File: config.mk
export PLATFORM = sky130hd
export DESIGN_NAME = shb_frame_classifier
export DESIGN_NICKNAME = d
export VERILOG_FILES = /design/src/design/shb_classifier_pkg.sv /design/src/design/band_sharpness.sv /design/src/design/shb_frame_classifier.sv
export SDC_FILE = /design/constraint.sdc
export NUM_CORES = 2
export LEC_CHECK = 0
export BUFFER_PORTS_ARGS = -buffer_cell sky130_fd_sc_hd__buf_2
export CAP_MARGIN = 20
export CORE_MARGIN = 4
export CORE_UTILIZATION = 25
export DETAILED_ROUTE_END_ITERATION = 10
export GPL_TIMING_DRIVEN = 0
export PLACE_DENSITY = 0.5
export SLEW_MARGIN = 20
export SYNTH_ARGS = -nofsm -noshare
export SYNTH_HDL_FRONTEND = slang
export SYNTH_SLANG_ARGS = --single-unit
File: constraint.sdc
create_clock -name clk -period 24 [get_ports clk]
set_clock_uncertainty 0.1 [all_clocks]
set_input_delay 4.8 -clock clk [delete_from_list [all_inputs] [get_ports clk]]
set_output_delay 4.8 -clock clk [all_outputs]
set_load 0.1 [all_outputs]
File: src/design/shb_classifier_pkg.sv
// shared constants, types and boundary tables for the high-band frame classifier
//Contract
//[RULE1] transient flag forces TRANSIENT, skips other decisions
//[RULE2] nine bands of 32 over 288 coefficients
//[RULE3] sharpness is 31 peak over (sum minus peak)
//[RULE4] band peak is largest magnitude in band
//[RULE5] energy, mean magnitude and spread per frame
//[RULE6] maximum sharpness is largest band peak
//[RULE7] sharp count: sharpness over 4.5, peak over 8
//[RULE8] noise count: sharpness below 3
//[RULE9] harmonic count threshold from history
//[RULE10] peak threshold 10, 5 or 20
//[RULE11] harmonic test raises persistence up to twelve
//[RULE12] failed test lowers persistence toward zero
//[RULE13] persistence two or more forces HARMONIC
//[RULE14] NOISE test else NORMAL
//[RULE15] class codes 00 01 10 11
//[RULE16] class saved for next frame
//[RULE17] window offset 6 or 80 by rate
//[RULE18] transient sub-bands 0,76,152,236,320
//[RULE19] fourteen normal sub-bands up to 320
//[RULE20] index belongs to band by start bounds
//[RULE21] upstream gives one transient flag per frame
//[RULE22] reset clears history, stream uses valid/ready
//[RULE23] energy ratio by cross-multiply, zero fails
package shb_classifier_pkg;

    localparam int COEF_W = 16;
    localparam int MAG_W = 16;
    localparam int IDX_W = 9;
    localparam int BAND_SUM_W = 21;
    localparam int TOTAL_W = 24;
    localparam int ENERGY_W = 40;
    localparam int SPREAD_W = 32;
    localparam int PERSIST_W = 4;
    localparam int CNT_W = 4;

    localparam logic [IDX_W-1:0] FRAME_LEN = 9'd320;
    localparam logic [IDX_W-1:0] CLASS_LEN = 9'd288;
    localparam logic [4:0] BAND_LAST_POS = 5'd31;
    localparam logic [3:0] NUM_BANDS = 4'd9;

    // sharpness > 4.5  <=>  62*peak > 9*(sum-peak)
    localparam logic [6:0] SHARP_PEAK_MUL = 7'd62;
    localparam logic [6:0] SHARP_REST_MUL = 7'd9;
    // sharpness < 3  <=>  31*peak < 3*(sum-peak)
    localparam logic [6:0] NOISE_PEAK_MUL = 7'd31;
    localparam logic [6:0] NOISE_REST_MUL = 7'd3;
    localparam logic [MAG_W-1:0] SHARP_PEAK_MIN = 16'h0008;

    localparam logic [CNT_W-1:0] ISHARP_SWB_HARM = 4'h4;
    localparam logic [CNT_W-1:0] ISHARP_SWB_TRANS = 4'h8;
    localparam logic [CNT_W-1:0] ISHARP_SWB_OTHER = 4'h6;
    localparam logic [CNT_W-1:0] ISHARP_CHG_HARM = 4'h2;
    localparam logic [CNT_W-1:0] ISHARP_CHG_OTHER = 4'h8;
    localparam logic [MAG_W-1:0] LSHARP_SWB = 16'h000a;
    localparam logic [MAG_W-1:0] LSHARP_HARM = 16'h0005;
    localparam logic [MAG_W-1:0] LSHARP_OTHER = 16'h0014;

    // 0.5 < g/gp < 1.8  <=>  2g > gp  and  5g < 9gp
    localparam logic [3:0] RATIO_LO_MUL = 4'h2;
    localparam logic [3:0] RATIO_HI_CUR = 4'h5;
    localparam logic [3:0] RATIO_HI_PREV = 4'h9;

    localparam logic [PERSIST_W-1:0] PERSIST_MAX = 4'hc;
    localparam logic [PERSIST_W-1:0] PERSIST_FORCE = 4'h2;

    // spread scaled by 288: sum |9*band_sum - total|; 4.8*mean => 5*spread < 24*total
    localparam logic [3:0] SPREAD_BAND_MUL = 4'h9;
    localparam logic [3:0] SPREAD_MUL = 4'h5;
    localparam logic [4:0] MEAN_MUL = 5'h18;
    localparam logic [CNT_W-1:0] NOISE_BANDS_MIN = 4'h4;
    // tilt is signed q8.8
    localparam logic signed [15:0] TILT_LIMIT = 16'sh0500;

    localparam logic [6:0] OFFSET_13K2 = 7'h06;
    localparam logic [6:0] OFFSET_32K = 7'h50;

    localparam logic [3:0] SB_COUNT_TRANS = 4'h4;
    localparam logic [3:0] SB_COUNT_NORMAL = 4'he;
    localparam logic [IDX_W-1:0] SB_TRANS_START [0:3] = '{9'd0, 9'd76, 9'd152, 9'd236};
    localparam logic [IDX_W-1:0] SB_NORM_START [0:13] = '{9'd0, 9'd16, 9'd40, 9'd56, 9'd80, 9'd96,
        9'd120, 9'd136, 9'd160, 9'd184, 9'd208, 9'd232, 9'd256, 9'd288};

    typedef enum logic [1:0] {
        CLASS_NOISE = 2'b00,
        CLASS_TRANSIENT = 2'b01,
        CLASS_NORMAL = 2'b10,
        CLASS_HARMONIC = 2'b11
    } class_t;

    localparam logic [7:0] ADDR_CTRL = 8'h00;
    localparam logic [7:0] ADDR_STATUS = 8'h04;
    localparam logic [7:0] ADDR_ENERGY_LO = 8'h08;
    localparam logic [7:0] ADDR_ENERGY_HI = 8'h0c;
    localparam logic [7:0] ADDR_PEAK = 8'h10;
    localparam logic [7:0] ADDR_SPREAD = 8'h14;
    localparam logic [7:0] ADDR_FRAMES = 8'h18;
    localparam int CTRL_RATE_BIT = 0;
    localparam int CTRL_PREV_SWB_BIT = 1;
    localparam int CTRL_CLEAR_BIT = 2;
    localparam logic [1:0] CTRL_RESET = 2'b00;

    // start of sub-band j; j at or past the band count gives the frame end
    function automatic logic [IDX_W-1:0] sb_start(input logic trans, input logic [3:0] j);
        if (trans) begin
            sb_start = (j < SB_COUNT_TRANS) ? SB_TRANS_START[j[1:0]] : FRAME_LEN; // [RULE18]
        end else begin
            sb_start = (j < SB_COUNT_NORMAL) ? SB_NORM_START[j] : FRAME_LEN; // [RULE19]
        end
    endfunction : sb_start

endpackage : shb_classifier_pkg

File: src/design/band_sharpness.sv
// sharp and noise tests of one 32-coefficient band, free of division
module band_sharpness
    import shb_classifier_pkg::*;
(
    input logic [MAG_W-1:0] peak,
    input logic [BAND_SUM_W-1:0] sum,
    output logic is_sharp,
    output logic is_noisy
);

    logic [BAND_SUM_W-1:0] rest;
    logic [BAND_SUM_W+6:0] peak_sharp;
    logic [BAND_SUM_W+6:0] rest_sharp;
    logic [BAND_SUM_W+6:0] peak_noise;
    logic [BAND_SUM_W+6:0] rest_noise;

    // peak is part of sum: rest stays positive
    assign rest = sum - BAND_SUM_W'(peak);
    assign peak_sharp = (BAND_SUM_W+7)'(peak) * (BAND_SUM_W+7)'(SHARP_PEAK_MUL);
    assign rest_sharp = (BAND_SUM_W+7)'(rest) * (BAND_SUM_W+7)'(SHARP_REST_MUL);
    assign peak_noise = (BAND_SUM_W+7)'(peak) * (BAND_SUM_W+7)'(NOISE_PEAK_MUL);
    assign rest_noise = (BAND_SUM_W+7)'(rest) * (BAND_SUM_W+7)'(NOISE_REST_MUL);

    // empty band: sharpness zero, so noisy
    assign is_sharp = (sum != '0) && (peak_sharp > rest_sharp) && (peak > SHARP_PEAK_MIN); // [RULE3] [RULE7]
    assign is_noisy = (sum == '0) || (peak_noise < rest_noise); // [RULE3] [RULE8]

endmodule : band_sharpness

File: src/design/shb_frame_classifier.sv
// per-frame high-band classifier with apb status and sub-band boundary lookup
module shb_frame_classifier
    import shb_classifier_pkg::*;
(
    input logic clk,
    input logic rstn,
    input logic psel,
    input logic penable,
    input logic pwrite,
    input logic [7:0] paddr,
    input logic [31:0] pwdata,
    output logic [31:0] prdata,
    output logic pready,
    output logic pslverr,
    input logic in_valid,
    output logic in_ready,
    input logic signed [COEF_W-1:0] in_coef,
    input logic transient_flag,
    input logic signed [15:0] in_tilt,
    output logic class_valid,
    output logic [1:0] class_code,
    output logic [6:0] hb_offset,
    output logic [3:0] sb_count,
    input logic [3:0] bound_sel,
    output logic [IDX_W-1:0] bound_start,
    output logic [IDX_W-1:0] bound_end,
    input logic [IDX_W-1:0] map_k,
    output logic [3:0] map_band
);

    typedef enum logic [1:0] {ST_ACCUM, ST_SPREAD, ST_DECIDE} state_t;

    state_t state_reg;
    logic [IDX_W-1:0] idx_reg;
    logic [MAG_W-1:0] band_peak_reg;
    logic [BAND_SUM_W-1:0] band_sum_reg;
    logic [BAND_SUM_W-1:0] band_sums [0:8];
    logic [TOTAL_W-1:0] total_reg;
    logic [ENERGY_W-1:0] energy_reg;
    logic [MAG_W-1:0] kmax_reg;
    logic [CNT_W-1:0] sharp_cnt_reg;
    logic [CNT_W-1:0] noise_cnt_reg;
    logic [3:0] spread_idx_reg;
    logic [SPREAD_W-1:0] spread_reg;
    logic frame_transient_reg;
    logic signed [15:0] frame_tilt_reg;
    logic [PERSIST_W-1:0] persist_reg;
    class_t prev_class_reg;
    logic [ENERGY_W-1:0] prev_energy_reg;
    logic [1:0] ctrl_reg;
    logic [31:0] frames_reg;
    logic last_trans_reg;

    logic in_fire;
    logic band_first;
    logic in_class_range;
    logic band_done;
    logic frame_done;
    logic [MAG_W-1:0] mag;
    logic [MAG_W-1:0] band_peak_next;
    logic [BAND_SUM_W-1:0] band_sum_next;
    logic [2*COEF_W-1:0] square;
    logic band_is_sharp;
    logic band_is_noisy;
    logic [SPREAD_W-1:0] spread_term;
    logic [CNT_W-1:0] isharp;
    logic [MAG_W-1:0] lsharp;
    logic ratio_ok;
    logic harm_hit;
    logic noise_hit;
    logic [PERSIST_W-1:0] persist_next;
    class_t class_next;
    logic apb_setup;
    logic apb_write;
    logic addr_ok;
    logic hist_clear;

    function automatic logic [MAG_W-1:0] magnitude(input logic signed [COEF_W-1:0] c);
        magnitude = c[COEF_W-1] ? MAG_W'(-c) : MAG_W'(c);
    endfunction : magnitude

    function automatic logic [MAG_W-1:0] max_mag(input logic [MAG_W-1:0] a, input logic [MAG_W-1:0] b);
        max_mag = (a > b) ? a : b;
    endfunction : max_mag

    // one 320-beat frame; flag and tilt on beat 0
    assign in_ready = (state_reg == ST_ACCUM); // [RULE22]
    assign in_fire = in_valid && in_ready;
    assign frame_done = in_fire && (idx_reg == FRAME_LEN - 9'd1);
    assign band_first = (idx_reg[4:0] == 5'd0);
    assign in_class_range = (idx_reg < CLASS_LEN); // [RULE2]
    assign band_done = in_fire && in_class_range && (idx_reg[4:0] == BAND_LAST_POS); // [RULE2]
    assign mag = magnitude(in_coef);
    assign square = 32'(in_coef) * 32'(in_coef);
    assign band_peak_next = max_mag(band_first ? '0 : band_peak_reg, mag); // [RULE4]
    assign band_sum_next = (band_first ? '0 : band_sum_reg) + BAND_SUM_W'(mag);

    band_sharpness u_sharp (
        .peak(band_peak_next),
        .sum(band_sum_next),
        .is_sharp(band_is_sharp),
        .is_noisy(band_is_noisy)
    );

    always_ff @(posedge clk or negedge rstn) begin
        if (!rstn) begin
            idx_reg <= '0;
        end else if (frame_done) begin
            idx_reg <= '0;
        end else if (in_fire) begin
            idx_reg <= idx_reg + 9'd1;
        end
    end

    always_ff @(posedge clk or negedge rstn) begin
        if (!rstn) begin
            frame_transient_reg <= 1'b0;
            frame_tilt_reg <= '0;
        end else if (in_fire && idx_reg == '0) begin
            frame_transient_reg <= transient_flag; // [RULE21]
            frame_tilt_reg <= in_tilt;
        end
    end

    // band peak and sum; only the sum is latched into the per-band store at band end
    always_ff @(posedge clk or negedge rstn) begin
        if (!rstn) begin
            band_peak_reg <= '0;
            band_sum_reg <= '0;
        end else if (in_fire && in_class_range) begin
            band_peak_reg <= band_peak_next; // [RULE4]
            band_sum_reg <= band_sum_next;
        end
    end

    always_ff @(posedge clk) begin
        if (band_done) begin
            band_sums[idx_reg[8:5]] <= band_sum_next;
        end
    end

    // frame totals restart on the first coefficient of each frame
    always_ff @(posedge clk or negedge rstn) begin
        if (!rstn) begin
            energy_reg <= '0;
            total_reg <= '0;
        end else if (in_fire) begin
            energy_reg <= ((idx_reg == '0) ? '0 : energy_reg) + ENERGY_W'(square); // [RULE5]
            if (in_class_range) begin
                total_reg <= ((idx_reg == '0) ? '0 : total_reg) + TOTAL_W'(mag); // [RULE5]
            end
        end
    end

    always_ff @(posedge clk or negedge rstn) begin
        if (!rstn) begin
            kmax_reg <= '0;
            sharp_cnt_reg <= '0;
            noise_cnt_reg <= '0;
        end else if (in_fire && idx_reg == '0) begin
            kmax_reg <= '0;
            sharp_cnt_reg <= '0; // [RULE7]
            noise_cnt_reg <= '0; // [RULE8]
        end else if (band_done) begin
            kmax_reg <= max_mag(kmax_reg, band_peak_next); // [RULE6]
            sharp_cnt_reg <= sharp_cnt_reg + CNT_W'(band_is_sharp); // [RULE7]
            noise_cnt_reg <= noise_cnt_reg + CNT_W'(band_is_noisy); // [RULE8]
        end
    end

    // spread, one band per cycle, scaled by 288
    always_comb begin
        logic [TOTAL_W:0] scaled;
        logic [TOTAL_W:0] tot;
        scaled = (TOTAL_W+1)'(band_sums[spread_idx_reg]) * (TOTAL_W+1)'(SPREAD_BAND_MUL);
        tot = (TOTAL_W+1)'(total_reg);
        spread_term = (scaled > tot) ? SPREAD_W'(scaled - tot) : SPREAD_W'(tot - scaled); // [RULE5]
    end

    always_ff @(posedge clk or negedge rstn) begin
        if (!rstn) begin
            state_reg <= ST_ACCUM;
            spread_idx_reg <= '0;
            spread_reg <= '0;
        end else begin
            unique case (state_reg)
                ST_ACCUM: begin
                    if (frame_done) begin
                        state_reg <= ST_SPREAD;
                        spread_idx_reg <= '0;
                        spread_reg <= '0;
                    end
                end
                ST_SPREAD: begin
                    spread_reg <= spread_reg + spread_term; // [RULE5]
                    spread_idx_reg <= spread_idx_reg + 4'd1;
                    if (spread_idx_reg == NUM_BANDS - 4'd1) begin
                        state_reg <= ST_DECIDE;
                    end
                end
                ST_DECIDE: begin
                    state_reg <= ST_ACCUM;
                end
            endcase
        end
    end

    // thresholds from the saved history
    always_comb begin
        if (ctrl_reg[CTRL_PREV_SWB_BIT]) begin
            if (prev_class_reg == CLASS_HARMONIC) begin
                isharp = ISHARP_SWB_HARM; // [RULE9]
            end else if (prev_class_reg == CLASS_TRANSIENT) begin
                isharp = ISHARP_SWB_TRANS; // [RULE9]
            end else begin
                isharp = ISHARP_SWB_OTHER; // [RULE9]
            end
            lsharp = LSHARP_SWB; // [RULE10]
        end else begin
            isharp = (prev_class_reg == CLASS_HARMONIC) ? ISHARP_CHG_HARM : ISHARP_CHG_OTHER; // [RULE9]
            lsharp = (prev_class_reg == CLASS_HARMONIC) ? LSHARP_HARM : LSHARP_OTHER; // [RULE10]
        end
    end

    always_comb begin
        logic [ENERGY_W+3:0] cur_lo;
        logic [ENERGY_W+3:0] cur_hi;
        logic [ENERGY_W+3:0] prev_hi;
        logic [SPREAD_W+3:0] spread_scaled;
        logic [SPREAD_W+3:0] mean_scaled;
        cur_lo = (ENERGY_W+4)'(energy_reg) * (ENERGY_W+4)'(RATIO_LO_MUL);
        cur_hi = (ENERGY_W+4)'(energy_reg) * (ENERGY_W+4)'(RATIO_HI_CUR);
        prev_hi = (ENERGY_W+4)'(prev_energy_reg) * (ENERGY_W+4)'(RATIO_HI_PREV);
        spread_scaled = (SPREAD_W+4)'(spread_reg) * (SPREAD_W+4)'(SPREAD_MUL);
        mean_scaled = (SPREAD_W+4)'(total_reg) * (SPREAD_W+4)'(MEAN_MUL);
        // a silent previous frame never passes the ratio test
        ratio_ok = (prev_energy_reg != '0) && (cur_lo > (ENERGY_W+4)'(prev_energy_reg))
            && (cur_hi < prev_hi); // [RULE23] [RULE11]
        harm_hit = (sharp_cnt_reg > isharp) && ratio_ok && (kmax_reg > lsharp); // [RULE11]
        noise_hit = (noise_cnt_reg > NOISE_BANDS_MIN) && (spread_scaled < mean_scaled)
            && (frame_tilt_reg < TILT_LIMIT); // [RULE14]
        if (harm_hit) begin
            persist_next = (persist_reg < PERSIST_MAX) ? persist_reg + 4'd1 : persist_reg; // [RULE11]
        end else begin
            persist_next = (persist_reg != '0) ? persist_reg - 4'd1 : '0; // [RULE12]
        end
        if (frame_transient_reg) begin
            class_next = CLASS_TRANSIENT; // [RULE1]
        end else if (harm_hit || persist_next >= PERSIST_FORCE) begin
            class_next = CLASS_HARMONIC; // [RULE13]
        end else if (noise_hit) begin
            class_next = CLASS_NOISE; // [RULE14]
        end else begin
            class_next = CLASS_NORMAL; // [RULE14]
        end
    end

    // history; a decision beats a same-cycle clear
    always_ff @(posedge clk or negedge rstn) begin
        if (!rstn) begin
            persist_reg <= '0; // [RULE22]
            prev_class_reg <= CLASS_NORMAL; // [RULE22]
            prev_energy_reg <= '0; // [RULE22]
        end else if (state_reg == ST_DECIDE) begin
            if (!frame_transient_reg) begin
                persist_reg <= persist_next; // [RULE1]
            end
            prev_class_reg <= class_next; // [RULE16]
            prev_energy_reg <= energy_reg;
        end else if (hist_clear) begin
            persist_reg <= '0;
            prev_class_reg <= CLASS_NORMAL;
            prev_energy_reg <= '0;
        end
    end

    always_ff @(posedge clk or negedge rstn) begin
        if (!rstn) begin
            class_valid <= 1'b0;
            class_code <= CLASS_NORMAL;
            last_trans_reg <= 1'b0;
            frames_reg <= '0;
        end else begin
            class_valid <= (state_reg == ST_DECIDE);
            if (state_reg == ST_DECIDE) begin
                class_code <= class_next; // [RULE15]
                last_trans_reg <= (class_next == CLASS_TRANSIENT);
                frames_reg <= frames_reg + 32'd1;
            end
        end
    end

    // sub-band tables follow the last decided class; offset follows the rate bit
    always_ff @(posedge clk or negedge rstn) begin
        if (!rstn) begin
            hb_offset <= OFFSET_13K2;
            sb_count <= SB_COUNT_NORMAL;
            bound_start <= '0;
            bound_end <= '0;
            map_band <= '0;
        end else begin
            hb_offset <= ctrl_reg[CTRL_RATE_BIT] ? OFFSET_32K : OFFSET_13K2; // [RULE17]
            sb_count <= last_trans_reg ? SB_COUNT_TRANS : SB_COUNT_NORMAL; // [RULE18] [RULE19]
            bound_start <= sb_start(last_trans_reg, bound_sel);
            bound_end <= sb_start(last_trans_reg, bound_sel + 4'd1);
            map_band <= locate(last_trans_reg, map_k); // [RULE20]
        end
    end

    // k past the end maps to the last band
    function automatic logic [3:0] locate(input logic trans, input logic [IDX_W-1:0] k);
        locate = '0;
        for (int j = 1; j < 14; j++) begin
            if (sb_start(trans, 4'(j)) <= k && 4'(j) < (trans ? SB_COUNT_TRANS : SB_COUNT_NORMAL)) begin
                locate = 4'(j); // [RULE20]
            end
        end
    endfunction : locate

    // apb, no wait states; read data loaded in setup
    assign apb_setup = psel && !penable;
    assign apb_write = psel && penable && pwrite && addr_ok;
    assign pready = 1'b1;
    assign addr_ok = (paddr == ADDR_CTRL) || (paddr == ADDR_STATUS) || (paddr == ADDR_ENERGY_LO)
        || (paddr == ADDR_ENERGY_HI) || (paddr == ADDR_PEAK) || (paddr == ADDR_SPREAD)
        || (paddr == ADDR_FRAMES);
    assign pslverr = psel && penable && !addr_ok;
    assign hist_clear = apb_write && (paddr == ADDR_CTRL) && pwdata[CTRL_CLEAR_BIT];

    always_ff @(posedge clk or negedge rstn) begin
        if (!rstn) begin
            ctrl_reg <= CTRL_RESET;
        end else if (apb_write && paddr == ADDR_CTRL) begin
            ctrl_reg <= pwdata[1:0];
        end
    end

    always_ff @(posedge clk or negedge rstn) begin
        if (!rstn) begin
            prdata <= '0;
        end else if (apb_setup) begin
            unique case (paddr)
                ADDR_CTRL: prdata <= {30'h0, ctrl_reg};
                ADDR_STATUS: prdata <= {14'h0, state_reg != ST_ACCUM, frame_transient_reg,
                    noise_cnt_reg, sharp_cnt_reg, persist_reg, 2'b00, prev_class_reg};
                ADDR_ENERGY_LO: prdata <= prev_energy_reg[31:0];
                ADDR_ENERGY_HI: prdata <= {24'h0, prev_energy_reg[ENERGY_W-1:32]};
                ADDR_PEAK: prdata <= {16'h0, kmax_reg};
                ADDR_SPREAD: prdata <= spread_reg;
                ADDR_FRAMES: prdata <= frames_reg;
                default: prdata <= '0;
            endcase
        end
    end

endmodule : shb_frame_classifier

# Word-level counts from Yosys, hierarchy flattened
# Memories as Yosys holds them, arrays and structs flattened.
# Cells that the tools add are included.
# Widths: inputs -> output; s select.
dict set report totals {
  elab_cells 278
  latch_bits 0
  mem_count 3
  mem_bits_rw 189
  reg_bits 338
  mem_bits_ro 288
}
dict set report classes {
  n_eq_ne 18
  reduce_logical 61
  bitwise 4
  mul 10
  addsub 16
  div 0
  n_mux 89
  magnitude_cmp 50
  n_shift 0
}
# memory words word_bits rd rd_ports_with_merged_regs wr line_no
set mem_list {}
lappend mem_list {band_sums 9 21 1 0 1 shb_frame_classifier.sv:37} ;# logic [BAND_SUM_W-1:0] band_sums [0:8];
lappend mem_list {{(no name shown)} 16 9 1 0 0 shb_classifier_pkg.sv:109} ;# sb_start = (j < SB_COUNT_NORMAL) ? SB_NORM_START[j] : FRAME_LEN;
lappend mem_list {{(no name shown)} 16 9 1 0 0 shb_classifier_pkg.sv:109}
# operator n
set ops {}
lappend ops {{$pmux 32 s7} 1}
lappend ops {{$mux 9} 24}
lappend ops {{$mux 40} 3}
lappend ops {{$mux 16} 6}
lappend ops {{$mux 4} 24}
lappend ops {{$le 9x9->1} 10}
lappend ops {{$mux 32} 2}
lappend ops {{$pmux 32 s2} 1}
lappend ops {{$mul 21x4->25 const B} 2}
lappend ops {{$gt 16x16->1} 3}
lappend ops {{$lt 43x44->1} 1}
lappend ops {{$mul 40x4->44 const B} 1}
lappend ops {{$mul 40x3->43 const B} 1}
lappend ops {{$mul 16x5->21 const B} 2}
lappend ops {{$gt 41x40->1} 1}
lappend ops {{$add 40x32->40} 1}
lappend ops {{$reduce_bool 40->1} 1}
lappend ops {{$bmux 9 s2} 2}
lappend ops {{$lt 35x29->1} 1}
lappend ops {{$mul 32x3->35 const B} 1}
lappend ops {{$logic_and 1x1->1} 33}
lappend ops {{$add 32x1->32 const B} 1}
lappend ops {{$add 32x32->32} 1}
lappend ops {{$mul 16x16->32} 1}
lappend ops {{other kinds (64)} 124}

# Longest topological paths before layout
dict set report depth {
  depth_word 16
  ltp_mapped 60
  depth_no_buf 54
}

# Cells and area by module
# A second synthesis with hierarchy kept.
dict set report hier_totals {
  cells_unflattened 6294
  hier_area_um2 56520.5
}
# mod area_each_um2 instances cells_each
set by_module_without_submodules {}
lappend by_module_without_submodules {shb_frame_classifier 50259.5 1 5500}
lappend by_module_without_submodules {band_sharpness 6261.0 1 794}

# Worst setup path after synthesis
# Ideal clock, no wire load.
dict set report synth_path {
  path_kind {input -> register}
  start {in in_coef[0]}
  end {reg sharp_cnt_reg[2]}
  n_path_buf 6
  cell_stages 54
  path_slack_ns 8.698
  setup_time_ns 0.132
  arrival_time_ns 15.071
  required_time_ns 23.768
  path_cell_list {clkbuf_1 inv_1 clkbuf_1 ha_1 or3b_2 clkbuf_1 o41ai_1 xor2_1 ha_1 and4_1 a21o_1 o21ai_0 a211oi_1 o21bai_2 a21o_1 buf_6 buf_4 clkbuf_1 [... 18 more ...] o21ai_0 a21boi_0 o21a_1 o21ai_0 nand2b_1 a21oi_1 xnor2_1 ha_1 nand4_1 or4_1 o21ai_0 or3_1 nor3_1 ha_1 ha_1 nand2_1 xor2_1 nor2_1}
}
dict set report synth_between {
  elab_chain_cells 12
}
# element line_no
set synth_rtl {}
lappend synth_rtl {{start: declaration} shb_frame_classifier.sv:17} ;# input logic signed [COEF_W-1:0] in_coef,
lappend synth_rtl {{$neg 16->16} shb_frame_classifier.sv:79} ;# magnitude = c[COEF_W-1] ? MAG_W'(-c) : MAG_W'(c);
lappend synth_rtl {{$mux 16 *} shb_frame_classifier.sv:79}
lappend synth_rtl {{$gt 16x16->1} shb_frame_classifier.sv:83} ;# max_mag = (a > b) ? a : b;
lappend synth_rtl {{$mux 16 *} shb_frame_classifier.sv:83}
lappend synth_rtl {{via band_peak_next[0]} shb_frame_classifier.sv:60} ;# logic [MAG_W-1:0] band_peak_next;
lappend synth_rtl {{$sub 21x16->21} band_sharpness.sv:18} ;# assign rest = sum - BAND_SUM_W'(peak);
lappend synth_rtl {{$mul 21x4->25} band_sharpness.sv:20} ;# assign rest_sharp = (BAND_SUM_W+7)'(rest) * (BAND_SUM_W+7)'(SHARP_REST_MUL);
lappend synth_rtl {{$gt 22x25->1} band_sharpness.sv:25} ;# assign is_sharp = (sum != '0) && (peak_sharp > rest_sharp) && (peak > SHARP_PEAK_MIN);
lappend synth_rtl {{$logic_and 1x1->1} band_sharpness.sv:25}
lappend synth_rtl {{$logic_and 1x1->1 *} band_sharpness.sv:25}
lappend synth_rtl {{$add 4x1->4 *} shb_frame_classifier.sv:166} ;# sharp_cnt_reg <= sharp_cnt_reg + CNT_W'(band_is_sharp);
lappend synth_rtl {{$mux 4 *} shb_frame_classifier.sv:164} ;# end else if (band_done) begin
lappend synth_rtl {{$mux 4 *} shb_frame_classifier.sv:160} ;# end else if (in_fire && idx_reg == '0) begin
lappend synth_rtl {{end signal: assignment} shb_frame_classifier.sv:166}
lappend synth_rtl {{end: declaration} shb_frame_classifier.sv:41} ;# logic [CNT_W-1:0] sharp_cnt_reg;
# The timed path passes the listed nets; every way through them passes the cells marked *. The select of a mux whose other input is x is not followed.
# A chain may end at the register's enable or synchronous reset.

# Final worst setup path
# Ends and elaborated chain as after synthesis.

==> out/qor.yml <==
rrSetupSlack_ns: 9.49
drv_slew: 0
crit_top_cell: "o21ai_0"
avgSynthCellArea_um2: 9.15
synth_top_area_frac: 0.182
cts_made_buffers: 59
syn2layout_area_growth_pct: 12.3
hold_violations: 0
max_stage_delay_ns: 0.63
final.setup.tns_ns: 0
critPathLaunchType: "input pin"
grt_max_degree: 95
portBuffers: 110
synth_warnings: 0
synth_flop_cell: "dfrtp_1"
setup_viol: 0
yosys-top-cells-area: "ha_1 (18%), dfrtp_1 (14%), fa_1 (10%), edfxtp_1 (10%), xnor2_1 (4.6%)"
grt_pass1_vias: 44100
timing.critical_path.to_type: "flip-flop"
cp_slowest_cell: "nor3_2"
hpwl_um: 138000
fin_crit_sh: 0.756
cp.required_ns: 24.42
drive_above_1_share: 0.0651
ys_types: 107
max_freq_mhz: 55.1
slew_headroom: 0.227
firstDrtPassIters: 8
cts-resized-gates: 0
clock_path_buffers: 3
row_count: 171
via_per_inst: 4.86
drt_iter0_drc: 3050
worst_pin_slew_ns: 1.16
mostFrequentLayoutCell: "ha_1"
cts_root_buffer: "clkbuf_16"
hold_class: "flip-flop to flip-flop"
cp_max_fo: 11
status: "complete, no violations"
postRouteAntennaNets: 0
die_h_um: 477
cts_tree: "yes"
postCtsSetupBuffers: 0
final_cell_mix: "ha_1 (801), inv_1 (657), nand2_1 (569)"
cts_hold_buf: 0
synth-seq-cells: 507
n_fill_cell: 23000
final_nets: 7393
hp-start: "frame_tilt_reg[8]$_DFFE_PN0P_"
synth_edf_count: 189
antenna_found_initial: 18
syn_area_um2: 55000
arrival_ns: 18.57
grt_pass1_wl_um: 262000
coreArea_um2: 218000
clock_sinks: 507
wire_per_inst_um: 18.5
start_util: 0.252
worst_r2r_endpoint: "spread_reg[30]$_DFFE_PN0P_"
yosysTopAreaCell: "ha_1"
fin_crit_ns: 18.15
hold_end: "frame_tilt_reg[8]$_DFFE_PN0P_"
ios: 163
htreeDepth: 2
vias: 44400
netlist_instances: 6008
max_cap_violations: 0
clkLatencyLatePin_ns: 0.68
critPathKind: "input pin to flip-flop"
synth-seq-area-share: 0.248
overflow: 0
timing.rr.start: "spread_idx_reg[0]$_DFFE_PN0P_"
drcViolationCount: 0
die-area_um2: 228000
largest_register_ffs: 189
totalWireLength_um: 169000
grt_use_total: 0.145
rsz0062_at_grt: "false"
die_width_um: 477
hold_depth: 2
ys_async_sr_fraction: 0.627
reg2reg_depth: 56
clk_pin_slew_ns: 0.06
gp_congestion: 0.881
[critical path: cells and delay by family]
kind / cells / cell delay [ns]
compound gates: 24 / 5.15
fa+ha+maj: 8 / 2.54
buf+inv: 9 / 2.47
simple gates: 11 / 2.28
xor+xnor: 4 / 1.28
[worst max-delay path by stage]
stage / from / to / cells after the start
2_1_floorplan: in_coef[0] / sharp_cnt_reg[2]$_DFFE_PN0P_ / 54
3_3_place_gp: in_coef[0] / sharp_cnt_reg[2]$_DFFE_PN0P_ / 56
3_5_place_dp: in_coef[0] / sharp_cnt_reg[2]$_DFFE_PN0P_ / 56
4_1_cts: in_coef[0] / sharp_cnt_reg[2]$_DFFE_PN0P_ / 56
5_1_grt: in_coef[0] / sharp_cnt_reg[2]$_DFFE_PN0P_ / 56
6_report: in_coef[0] / sharp_cnt_reg[2]$_DFFE_PN0P_ / 56
[cell usage after synthesis (9+ instances only)]
cell type and count:
a2111oi_0 9, a211oi_1 38, a21boi_0 49, a21o_1 150
a21oi_1 355, a221oi_1 22, a222oi_1 17, a22o_1 48
a31oi_1 29, and2_1 109, and3_1 37, buf_1 11
buf_4 14, clkbuf_1 148, clkinv_1 9, dfrtp_1 314
edfxtp_1 189, fa_1 285, ha_1 801, inv_1 657
mux2i_1 80, mux4_2 42, nand2_1 569, nand2b_1 68
nand3_1 79, nand4_1 66, nor2_1 359, nor2b_1 67
nor3_1 89, nor4_1 29, o2111ai_1 11, o211ai_1 16
o21a_1 69, o21ai_0 396, o21bai_1 64, o22ai_1 12
o311ai_0 11, o31ai_1 26, or2_2 21, or3_1 31
or4_1 12, xnor2_1 287, xor2_1 120
[kinds of logic after synthesis]
family	synth area share
and+or+nand+nor	0.135
AOI/OAI and AO/OA	0.168
adders and majority gates	0.287
buffers and inverters	0.0596
DFF	0.248
xor gates and xnor gates	0.0673
muxes	0.0344
other	0.000137
[layout make-up]
class / instances / area (um^2) / area share
multi-input cells: 4658 / 38300 / 0.620
flip-flops and latches: 507 / 13600 / 0.221
well taps: 2854 / 3570 / 0.0578
inverters: 670 / 2510 / 0.0407
clock buffers: 72 / 1560 / 0.0252
repair buffers: 138 / 956 / 0.0155
plain buffers: 181 / 763 / 0.0124
clock inverters: 38 / 415 / 0.00673
diodes: 14 / 35.0 / 0.000567
[layer usage]
layer,vias to the layer above,share of wire,GRT usage
li1,21500,-,-
met5,-,0.00047,0
met3,206,0.051,0.0192
met2,980,0.45,0.231
met4,12,0.027,0.0407
met1,21700,0.47,0.205
[metrics by stage]
| stage | cell area, um^2 | hold WS, ns | std cells | utilization | worst slack, ns |
|---|---|---|---|---|---|
| 2_1_floorplan | 55000 | 0.274 | 6016 | - | 8.70 |
| 3_3_place_gp | 59100 | 0.353 | 8980 | 0.271 | 4.87 |
| 3_5_place_dp | 59700 | 0.361 | 9008 | 0.274 | 5.29 |
| 4_1_cts | 61700 | 0.375 | 9118 | 0.283 | 5.96 |
| 5_1_grt | 61700 | 0.394 | 9122 | 0.283 | 4.75 |
| 6_report | 61700 | 0.372 | 9132 | 0.283 | 5.85 |
Power is left out: the tool's default activity adds up to more than one toggle a clock period on the data nets, which glitch-free logic cannot reach.
